[src/verilog/mux_ctrl_pkg.sv]
// shared constants and carrier types of the multiplexer switch control block
package mux_ctrl_pkg;
	// ------------------------------------------------------------
	// serial word layout, first bit shifted in is bit 0
	// ------------------------------------------------------------
	localparam int WORD_BITS = 4;
	localparam int POS_SELECT_LOW = 0;
	localparam int POS_SELECT_HIGH = 1;
	localparam int POS_SPARE = 2;
	localparam int POS_OFF = 3;
	localparam int SYNC_STAGES = 2;
	// ------------------------------------------------------------
	// cleared state: both select bits zero, off bit set
	// ------------------------------------------------------------
	localparam logic [3:0] CLEAR_WORD = 4'h8;
	localparam logic [3:0] ALL_OPEN = 4'h0;
	localparam logic [3:0] SW_IN1_A = 4'h1;
	localparam logic [3:0] SW_IN2_A = 4'h2;
	localparam logic [3:0] SW_IN3_B = 4'h4;
	localparam logic [3:0] SW_IN4_B = 4'h8;

	// one latched control word
	typedef struct packed {
		logic off;
		logic spare;
		logic select_high_bit;
		logic select_low_bit;
	} control_word_type;

	// host control pins after synchronisation
	typedef struct packed {
		logic interface_select;
		logic select_low_bit;
		logic select_high_bit;
		logic output_permit;
		logic latch_hold_n;
		logic clear_all_n;
		logic pair_mode;
		logic serial_clk;
		logic chip_select_n;
		logic serial_in;
	} pins_type;

	// switch closures, bit 0 joins input 1 to shared A up to bit 3 input 4 to shared B
	typedef struct packed {
		logic in4_b;
		logic in3_b;
		logic in2_a;
		logic in1_a;
	} switches_type;
endpackage : mux_ctrl_pkg

[src/verilog/mux_switch_control_interface.sv]
// control logic that closes switch paths of a four-input, two-output multiplexer
// How it works
// - reset opens every switch like clear does
// - interface select high serial, low parallel
// - four-stage shifter keeps only last four bits
// - bit order: low, high, spare, off last
// - cascade out is fourth stage, per clock
// - shift on clock rise while selected, enabled
// - shifter moves to latches on select rise
// - serial clear opens, clears all, cascade low
// - parallel mode floats the cascade output
// - pair mode ignores high select bit
// - pair mode low gives one-of-four selection
// - parallel latches transparent while hold low
// - parallel clear opens switches, clears latches
// - one-of-four decode of the two selects
// - dual one-of-two decode of low select
// - latched off bit opens every switch
// - cascade of four takes one 16-bit write
`timescale 1ns/1ns
module mux_switch_control_interface (
	input wire logic i_ref_clk,
	input wire logic i_reset,
	input wire logic i_interface_select,
	input wire logic i_select_low_bit,
	input wire logic i_select_high_bit,
	input wire logic i_output_permit,
	input wire logic i_latch_hold_n,
	input wire logic i_clear_all_n,
	input wire logic i_pair_mode,
	input wire logic i_serial_clk,
	input wire logic i_chip_select_n,
	input wire logic i_serial_in,
	output logic [3:0] o_switches,
	output logic o_cascade_out,
	output logic o_cascade_out_en
);
	import mux_ctrl_pkg::*;

	// ------------------------------------------------------------
	// state
	// ------------------------------------------------------------
	typedef struct packed {
		pins_type sync1;
		pins_type sync2;
		logic clk_prev;
		logic cs_prev;
		logic [WORD_BITS-1:0] shifter;
		control_word_type latched;
		logic permit_latched;
		switches_type switches;
		logic cascade_en;
	} state_type;

	// synchroniser reset matches the idle chip select level, so no false select rise
	// appears once the stages fill after reset
	localparam pins_type SYNC_IDLE = '{chip_select_n: 1'b1, default: 1'b0};

	state_type state;
	state_type next_state;
	pins_type pins_raw;
	pins_type pins;
	logic clk_rise;
	logic cs_rise;
	logic serial_mode;
	logic pair_now;
	control_word_type word_now;
	logic permit_now;
	switches_type decoded;

	assign pins_raw = '{
		interface_select: i_interface_select,
		select_low_bit: i_select_low_bit,
		select_high_bit: i_select_high_bit,
		output_permit: i_output_permit,
		latch_hold_n: i_latch_hold_n,
		clear_all_n: i_clear_all_n,
		pair_mode: i_pair_mode,
		serial_clk: i_serial_clk,
		chip_select_n: i_chip_select_n,
		serial_in: i_serial_in
	};

	// ------------------------------------------------------------
	// edge detection on the synchronised pins
	// ------------------------------------------------------------
	// only the second stage feeds logic, the first may be metastable
	assign pins = state.sync2;
	assign clk_rise = pins.serial_clk & ~state.clk_prev;
	assign cs_rise = pins.chip_select_n & ~state.cs_prev;
	assign serial_mode = pins.interface_select;
	// pair pin is read live in both modes; in serial the host holds it steady
	assign pair_now = pins.pair_mode;

	// ------------------------------------------------------------
	// decode
	// ------------------------------------------------------------
	always_comb begin
		decoded = switches_type'(ALL_OPEN);
		if (word_now.off || !permit_now) begin
			decoded = switches_type'(ALL_OPEN);
		end else if (pair_now) begin
			// high select bit ignored, both outputs driven together
			if (word_now.select_low_bit) begin
				decoded = switches_type'(SW_IN2_A | SW_IN4_B);
			end else begin
				decoded = switches_type'(SW_IN1_A | SW_IN3_B);
			end
		end else begin
			case ({word_now.select_high_bit, word_now.select_low_bit})
				2'h0: decoded = switches_type'(SW_IN1_A);
				2'h1: decoded = switches_type'(SW_IN2_A);
				2'h2: decoded = switches_type'(SW_IN3_B);
				2'h3: decoded = switches_type'(SW_IN4_B);
				default: decoded = switches_type'(ALL_OPEN);
			endcase
		end
	end

	// ------------------------------------------------------------
	// effective control word per mode
	// ------------------------------------------------------------
	always_comb begin
		word_now = state.latched;
		permit_now = state.permit_latched;
		if (serial_mode) begin
			// permit acts live in serial mode, it is not part of the word
			permit_now = pins.output_permit;
		end else if (!pins.latch_hold_n) begin
			// transparent latches follow the pins
			word_now.select_low_bit = pins.select_low_bit;
			word_now.select_high_bit = pins.select_high_bit;
			word_now.off = 1'b0;
			permit_now = pins.output_permit;
		end
	end

	// ------------------------------------------------------------
	// next state
	// ------------------------------------------------------------
	always_comb begin
		next_state = state;
		next_state.sync1 = pins_raw;
		next_state.sync2 = state.sync1;
		next_state.clk_prev = pins.serial_clk;
		next_state.cs_prev = pins.chip_select_n;
		next_state.cascade_en = serial_mode;
		if (!pins.clear_all_n) begin
			// clear dominates every other input in both modes
			next_state.latched = control_word_type'(CLEAR_WORD);
			next_state.permit_latched = 1'b1;
			next_state.shifter = '0;
		end else if (serial_mode) begin
			if (clk_rise && !pins.chip_select_n && pins.output_permit) begin
				// new bit enters at the top, so the first bit lands in bit 0
				next_state.shifter = {pins.serial_in, state.shifter[WORD_BITS-1:1]};
			end
			if (cs_rise) begin
				next_state.latched = control_word_type'(state.shifter);
			end
		end else if (!pins.latch_hold_n) begin
			next_state.latched.select_low_bit = pins.select_low_bit;
			next_state.latched.select_high_bit = pins.select_high_bit;
			next_state.latched.off = 1'b0;
			next_state.latched.spare = 1'b0;
			next_state.permit_latched = pins.output_permit;
		end
		if (!pins.clear_all_n) begin
			next_state.switches = switches_type'(ALL_OPEN);
		end else begin
			next_state.switches = decoded;
		end
	end

	// ------------------------------------------------------------
	// registers
	// ------------------------------------------------------------
	always_ff @(posedge i_ref_clk or posedge i_reset) begin
		if (i_reset) begin
			// power-up equals the cleared state, all switches open
			state.sync1 <= SYNC_IDLE;
			state.sync2 <= SYNC_IDLE;
			state.clk_prev <= 1'b0;
			state.cs_prev <= 1'b1;
			state.shifter <= '0;
			state.latched <= control_word_type'(CLEAR_WORD);
			state.permit_latched <= 1'b1;
			state.switches <= switches_type'(ALL_OPEN);
			state.cascade_en <= 1'b0;
		end else begin
			state <= next_state;
		end
	end

	// ------------------------------------------------------------
	// outputs
	// ------------------------------------------------------------
	assign o_switches = state.switches;
	// the oldest stage drives the chain, so a 16-bit write fills four parts
	assign o_cascade_out = state.shifter[0];
	assign o_cascade_out_en = state.cascade_en;
endmodule : mux_switch_control_interface

[config.mk]
export PLATFORM = sky130hd
export DESIGN_NAME = mux_switch_control_interface
export DESIGN_NICKNAME = d
export VERILOG_FILES = /design/src/verilog/mux_ctrl_pkg.sv /design/src/verilog/mux_switch_control_interface.sv
export SDC_FILE = /design/constraint.sdc
export NUM_CORES = 1
export LEC_CHECK = 0
export ABC_AREA = 1
export BUFFER_PORTS_ARGS = -buffer_cell sky130_fd_sc_hd__buf_2
export CAP_MARGIN = 20
export CORE_ASPECT_RATIO = 1.25
export CORE_MARGIN = 2
export CORE_UTILIZATION = 35
export CTS_CLUSTER_DIAMETER = 40
export DETAILED_ROUTE_END_ITERATION = 7
export PLACE_DENSITY_LB_ADDON = 0.15
export SYNTH_ARGS = -nofsm -noshare
export SYNTH_HDL_FRONTEND = slang
export SYNTH_SLANG_ARGS = --single-unit
[constraint.sdc]
create_clock -name i_ref_clk -period 1.8 [get_ports i_ref_clk]
set_clock_uncertainty 0.1 [all_clocks]
set_input_delay 0.09 -clock i_ref_clk [delete_from_list [all_inputs] [get_ports i_ref_clk]]
set_output_delay 0.09 -clock i_ref_clk [all_outputs]
set_load 0.02 [all_outputs]
==> results of run 1 <==
worst paths after layout:
path | endpoint | slack, ns
setup / recovery | o_switches[3] | 0.47
min in group asynchronous | next_state[23] | 0.35
hold / removal | pins[6] | 0.25
max in group asynchronous | state[5] | 0.93
setup reg to reg | o_switches[3] | 0.47
hold reg to reg | pins[6] | 0.25
worst register-to-register path, stage by stage, from the launching register on:
cell and delay, ns:
dfrtp_1 0.58, clkinv_4 0.11, a21oi_1 0.23, nor2_4 0.06, nand2_1 0.08, nor2_1 0.05
stage by stage:
stage / std cells / cell area (um2) / util (%) / setup slack (ns)
3_5_place_dp: 167 / 1360 / 39.1 / 0.480
6_report: 186 / 1570 / 45.2 / 0.473
2_1_floorplan: 116 / 1270 / - / 0.639
4_1_cts: 186 / 1570 / 45.2 / 0.466
3_3_place_gp: 167 / 1360 / 39.1 / 0.516
5_1_grt: 186 / 1570 / 45.2 / 0.348
placed cells by master, fill, tap and decap left out:
cell type | synthesis | routed
a21oi_1 | 3 | 3
buf_2 | 1 | 17
buf_4 | 4 | 1
clkbuf_1 | 0 | 1
clkbuf_8 | 0 | 7
clkinv_4 | 1 | 1
dfrtp_1 | 30 | 30
dfstp_2 | 5 | 5
dlygate4sd3_1 | 0 | 11
inv_1 | 12 | 12
inv_2 | 1 | 1
nand2_1 | 26 | 26
nand2_2 | 2 | 2
nand3_1 | 3 | 3
nor2_1 | 11 | 11
nor2_2 | 1 | 1
nor2_4 | 2 | 2
nor3b_1 | 1 | 1
o21ai_0 | 5 | 5
o21ai_1 | 6 | 6
o21ai_2 | 1 | 1
report_power, final:
group / leakage, nW / internal [W] / switching (W)
registers: 0.422 / 0.000830 / 0.0000212
logic: 0.325 / 0.0000505 / 0.0000643
clock network: 0.0515 / 0.000349 / 0.000254
logic make-up (layout without fill, tap and decap cells):
group / count (synthesis) / in the layout / synth area share [%]
AND/OR/NAND/NOR: 46 / 46 / 16.0
buffers and inverters: 20 / 51 / 8.19
AO/OA/AOI/OAI: 15 / 15 / 6.22
flip-flops: 35 / 35 / 69.6
layer usage:
metal | vias to the layer above | wire length, um
met5 | - | 0
met4 | 0 | 62
met3 | 6 | 81
met2 | 16 | 866
met1 | 363 | 795
li1 | 410 | -
flip-flops by register name, indices dropped and copies added (netlist names):
register          flops
next_state           12
state                 9
pins                  6
o_switches            4
o_cascade_out         1
o_cascade_out_en      1
pair_now              1
serial_mode           1
layout make-up:
cell class | instances | area [um2] | area share (%)
timing repair buffer | 29 | 203 | 12.9
clock buffer | 8 | 100 | 6.36
inverter | 14 | 57.6 | 3.66
multi-input combinational | 61 | 282 | 17.9
sequential | 35 | 882 | 56.1
tap | 39 | 48.8 | 3.10
what timing repair did:
item | in CTS | in global routing
hold buffers | 11 | 0
hold endpoints to repair | 40 | 0
setup buffers | 0 | 0
==> impl_metrics.py, run 1 <==
metrics = {
    "clocking": {
        "clk_latency_ns": 0.28,
        "cts_tree": "built",
        "cts_resized": 0,
        "cts_root_buf": "clkbuf_8",
        "cts_buffer_depth": 2,
        "clock-sinks": 35,
        "h-tree-depth": 2,
        "cts_buffers": 5,
        "path_clk_slew_ns": 0.07,
    },
    "placement": {
        "dp_hpwl_um": 1190,
        "port_buffers": 17,
        "gp_congestion": 0.856,
    },
    "logic_synthesis": {
        "syn_area_mm2": 0.00127,
        "ys_ff_latch": 35,
        "yosysTopAreaCellShare_pct": 59.2,
        "yosysTopAreaCell": "dfrtp_1",
        "synth_flop_cell": "dfrtp_1",
        "syn_inst": 116,
        "syn_area_per_cell_um2": 10.9,
        "ys_types": 19,
        "ys_seq_area_share_pct": 69.6,
        "syn_nets": 128,
        "yosys_warnings": 0,
        "synth_most_common_cell": "dfrtp_1",
        "async_flop_share_pct": 100,
        "synth_top_cells_by_count": "dfrtp_1 (30), nand2_1 (26), inv_1 (12), nor2_1 (11), o21ai_1 (6)",
        "synth_edf_count": 0,
        "synth_area_leaders": "dfrtp_1 (59%), dfstp_2 (10%), nand2_1 (7.7%)",
    },
    "final_layout": {
        "diodes": 0,
        "nets": 158,
        "syn_to_final_growth_pct": 24.1,
        "nFillCells": 336,
        "drive_above_1_share_pct": 25.9,
    },
    "sta": {
        "final_hold_viol_count": 0,
        "clock.fmax_ghz": 0.754,
        "finalCritPeriodShare_pct": 73.7,
        "drv_slew": 0,
        "relSlewSlack_pct": 72.4,
        "whs_ns": 0.248,
        "fin_tns_setup_ns": 0,
        "finalSetupViolations": 0,
        "fin_crit_ns": 1.33,
        "rsz0062_at_grt": "false",
        "worstMarginPinSlew_ns": 0.414,
    },
    "detailed_routing": {
        "wl_um": 1810,
        "dr.pass1.iters": 4,
        "vias_per_cell": 4.27,
        "dr.first_iter.drc_count": 24,
        "wl_per_cell_um": 9.70,
        "ant_nets": 0,
        "drc": 0,
        "num_vias": 795,
    },
    "worst_setup_path": {
        "r2r-start": "serial_mode",
        "crit_family": "flip-flops",
        "slowest_stage": "dfrtp_1",
        "required_ns": 1.87,
        "crit_chain": "clkinv_4 -> a21oi_1 -> nor2_4 -> nand2_1 -> nor2_1",
        "cp.buffers_inverters": 1,
        "cp_slowest_stage_delay_ns": 0.58,
        "crit_path_max_fanout": 10,
        "start_kind": "flop",
        "crit_start": "serial_mode",
        "cp-end-kind": "flop",
        "arrival_ns": 1.39,
        "crit_type": "reg2reg",
        "ff2ff_path_depth": 5,
        "crit_cells": 5,
    },
    "power_and_ir_drop": {
        "p_leak_nw": 0.799,
        "finalPower_w": 0.00157,
        "ir_drop_uv": 646,
        "power.density_mw_per_mm2": 998,
    },
    "die": {
        "fp.dieW_um": 57.8,
        "fp-row-count": 24,
        "die_area_mm2": 0.00412,
        "initial_core_util_pct": 36.4,
        "fp.dieH_um": 71.3,
        "core_area_mm2": 0.00348,
        "ios": 18,
    },
    "min_path": {
        "holdPathStages": 0,
        "min_path_type": "reg2reg",
        "min-delay-start": "next_state[22]",
    },
    "global_routing": {
        "busiest_layer": "met2",
        "grt_pass1_wl_um": 3170,
        "use_met3_pct": 4.87,
        "track_usage_pct": 10.7,
        "grt_pass1_vias": 753,
        "antenna_found_initial": 0,
        "grt_max_degree": 36,
        "overflow": 0,
        "use_met2_pct": 15.3,
        "gr-usage-met1_pct": 12.6,
    },
    "flow_run": {
        "cap_violations": 0,
    },
    "run_status": {
        "status": "finished clean",
    },
}
Power figures use the tool's default switching activity.
==> run 2: changes to the inputs <==
--- a/config.mk
+++ b/config.mk
@@ -5,7 +5,7 @@
 export SDC_FILE = /design/constraint.sdc
 export NUM_CORES = 1
 export LEC_CHECK = 0
-export ABC_AREA = 1
+export ABC_AREA = 0
 export BUFFER_PORTS_ARGS = -buffer_cell sky130_fd_sc_hd__buf_2
 export CAP_MARGIN = 20
 export CORE_ASPECT_RATIO = 1.25
==> constraint.sdc (replaced) <==
create_clock -name i_ref_clk -period 1.15 [get_ports i_ref_clk]
set_clock_uncertainty 0.1 [all_clocks]
set_input_delay 0.0575 -clock i_ref_clk [delete_from_list [all_inputs] [get_ports i_ref_clk]]
set_output_delay 0.0575 -clock i_ref_clk [all_outputs]
set_load 0.02 [all_outputs]
==> impl_metrics.py, run 2 <==
metrics = {
    "run_status": {
        "status": "complete, but fails checks",
        "violations": "setup timing",
    },
    "worst_setup_path": {
        "r2r-start": "state[9]",
        "crit_family": "flip-flops",
        "cp.buffers_inverters": 0,
        "required_ns": 1.20,
        "rr_endpoint": "o_switches[1]",
        "rrSetupSlack_ns": -0.25,
        "slowest_stage": "dfstp_2",
        "crit_chain": "and3b_2 -> o31ai_4 -> nor3_1",
        "cp-end-kind": "flop",
        "crit_type": "reg2reg",
        "cp_slowest_stage_delay_ns": 0.54,
        "crit_path_max_fanout": 4,
        "ff2ff_path_depth": 3,
        "arrival_ns": 1.46,
        "start_kind": "flop",
    },
    "global_routing": {
        "grt_pass1_vias": 684,
        "grt_max_degree": 36,
        "grt_pass1_wl_um": 3110,
        "overflow": 0,
        "track_usage_pct": 10.5,
        "antenna_found_initial": 0,
    },
    "die": {
        "fp-row-count": 24,
        "die_area_mm2": 0.00404,
        "fp.dieW_um": 57.2,
        "core_area_mm2": 0.00345,
        "ios": 18,
        "fp.dieH_um": 70.5,
        "initial_core_util_pct": 35.9,
    },
    "final_layout": {
        "final_cell_mix": "dfrtp_1 (29), buf_2 (17), dlygate4sd3_1 (11)",
        "syn_to_final_growth_pct": 33.0,
        "drive_above_1_share_pct": 41.5,
        "mostFrequentLayoutCell": "dfrtp_1",
        "largest_register_ffs": 12,
        "nets": 129,
        "diodes": 0,
    },
    "sta": {
        "timing.final.ws_setup_ns": -0.253,
        "fin_crit_ns": 1.40,
        "whs_ns": 0.244,
        "drv_slew": 0,
        "worstMarginPinSlew_ns": 0.261,
        "final_hold_viol_count": 0,
        "clock.fmax_ghz": 0.713,
        "rsz0062_at_grt": "true",
        "relSlewSlack_pct": 82.5,
        "finalSetupViolations": 11,
        "finalCritPeriodShare_pct": 122,
    },
    "power_and_ir_drop": {
        "power.density_mw_per_mm2": 1500,
        "switching_share_pct": 21.1,
        "seqPwrFrac_pct": 53.6,
        "p_clk_share_pct": 38.1,
        "netSwitchingPower_w": 0.000522,
        "p_leak_nw": 0.778,
        "finalPower_w": 0.00248,
        "ir_drop_uv": 1110,
        "pwr-share-comb_pct": 8.3,
        "internal_power_w": 0.00196,
    },
    "detailed_routing": {
        "ant_nets": 0,
        "wl_per_cell_um": 12.2,
        "drc": 0,
        "dr.pass1.iters": 2,
        "wl_um": 1910,
        "vias_per_cell": 4.60,
        "dr.first_iter.drc_count": 6,
        "num_vias": 722,
    },
    "logic_synthesis": {
        "synth_flop_cell": "dfrtp_1",
        "synth_most_common_cell": "dfrtp_1",
        "syn_area_mm2": 0.00124,
        "syn_nets": 94,
        "ys_seq_area_share_pct": 71.1,
        "ys_types": 24,
        "synth_area_leaders": "dfrtp_1 (61%), dfstp_2 (11%), mux2i_1 (5.7%)",
        "syn_inst": 82,
        "yosysTopAreaCellShare_pct": 60.5,
        "async_flop_share_pct": 100,
        "synth_top_cells_by_count": "dfrtp_1 (30), nand2_1 (8), mux2i_1 (7), dfstp_2 (5), nor3_1 (5)",
        "synth_edf_count": 0,
        "ys_ff_latch": 35,
        "yosysTopAreaCell": "dfrtp_1",
        "yosys_warnings": 0,
        "syn_area_per_cell_um2": 15.1,
    },
    "min_path": {
        "min_path_type": "reg2reg",
        "holdPathStages": 0,
        "min-delay-start": "next_state[24]",
        "min_to": "pins[8]",
    },
    "clocking": {
        "cts_buffers": 5,
        "cts_buffer_depth": 2,
        "path_clk_slew_ns": 0.07,
        "cts_tree": "built",
        "cts_root_buf": "clkbuf_8",
        "h-tree-depth": 2,
        "clock-sinks": 35,
        "clk_latency_ns": 0.28,
    },
    "flow_run": {
        "cap_violations": 0,
    },
    "placement": {
        "gp_congestion": 0.676,
        "dp_hpwl_um": 1230,
        "port_buffers": 17,
    },
}
## run 2: cell types whose count changed in the layout (fill, tap and decap cells not counted), sizes merged, moves of 2 or more
cell,change
nor2,-13
nand3,-3
mux2i,+7
nor2b,+2
nand2,-20
nor3,+5
buf,+5
inv,-11
a21oi,-3
mux2,+4
o21ai,-10
## run 2: layout make-up
class / count / area [um2]
Fill cell: 302 / 1800
Sequential cell: 35 / 883
Multi-Input combinational cell: 39 / 353
Timing Repair Buffer: 34 / 256
Clock buffer: 8 / 100
Tap cell: 39 / 48.8
Inverter: 2 / 7.51
## run 2: logic make-up after synthesis
| group | count (synthesis) | share of synthesized area, % |
|---|---|---|
| simple gates | 22 | 10.8 |
| mux | 11 | 9.59 |
| compound gates | 6 | 4.24 |
| flops | 35 | 71.1 |
| buf+inv | 8 | 4.24 |
## run 2: power groups by stage
stage | Combinational (W) | Clock [W] | Sequential, W
floorplan | 0.000118 | 0 | 0.00134
global placement | 0.000165 | 0 | 0.00135
detailed placement | 0.000169 | 0 | 0.00135
CTS | 0.000200 | 0.000988 | 0.00133
global route | 0.000227 | 0.00104 | 0.00133
finish | 0.000207 | 0.000944 | 0.00133
## run 2: through the flow
| step | setup TNS, ns | cell area [um2] | setup slack (ns) | utilization (%) | std cells |
|---|---|---|---|---|---|
| 2_1_floorplan | -0.996 | 1260 | -0.152 | - | 82 |
| 3_3_place_gp | -1.98 | 1400 | -0.260 | 40.6 | 137 |
| 3_5_place_dp | -2.07 | 1400 | -0.289 | 40.6 | 137 |
| 4_1_cts | -1.89 | 1620 | -0.260 | 46.9 | 157 |
| 5_1_grt | -2.53 | 1650 | -0.284 | 47.8 | 157 |
| 6_report | -1.74 | 1650 | -0.253 | 47.8 | 157 |
## run 2: how the worst max path moves through the flow
stage | start | endpoint | slack (ns) | cells past startpoint
final | state[9] | o_switches[1] | -0.25 | 3
after global routing | serial_mode | o_switches[1] | -0.28 | 4
after CTS | state[9] | o_switches[1] | -0.26 | 3
after detailed placement | serial_mode | o_switches[0] | -0.29 | 4
after global placement | serial_mode | o_switches[0] | -0.26 | 4
after floorplan | state[9] | o_switches[0] | -0.15 | 3
## run 2: routing by layer
layer,global-route usage (%),vias to the layer above,part of all wire [%]
met5,0,-,0
met4,5.43,0,1.7
met3,4.94,5,4.2
met2,16.1,18,50
met1,12.1,356,44
li1,-,343,-
## run 2: repair_timing
action,CTS,global route
setup buffers,1,0
hold buffers,11,0
pin swaps,0,2
hold endpoints to repair,45,0
endpoints found under the setup margin,11,12
gates resized for setup,0,7
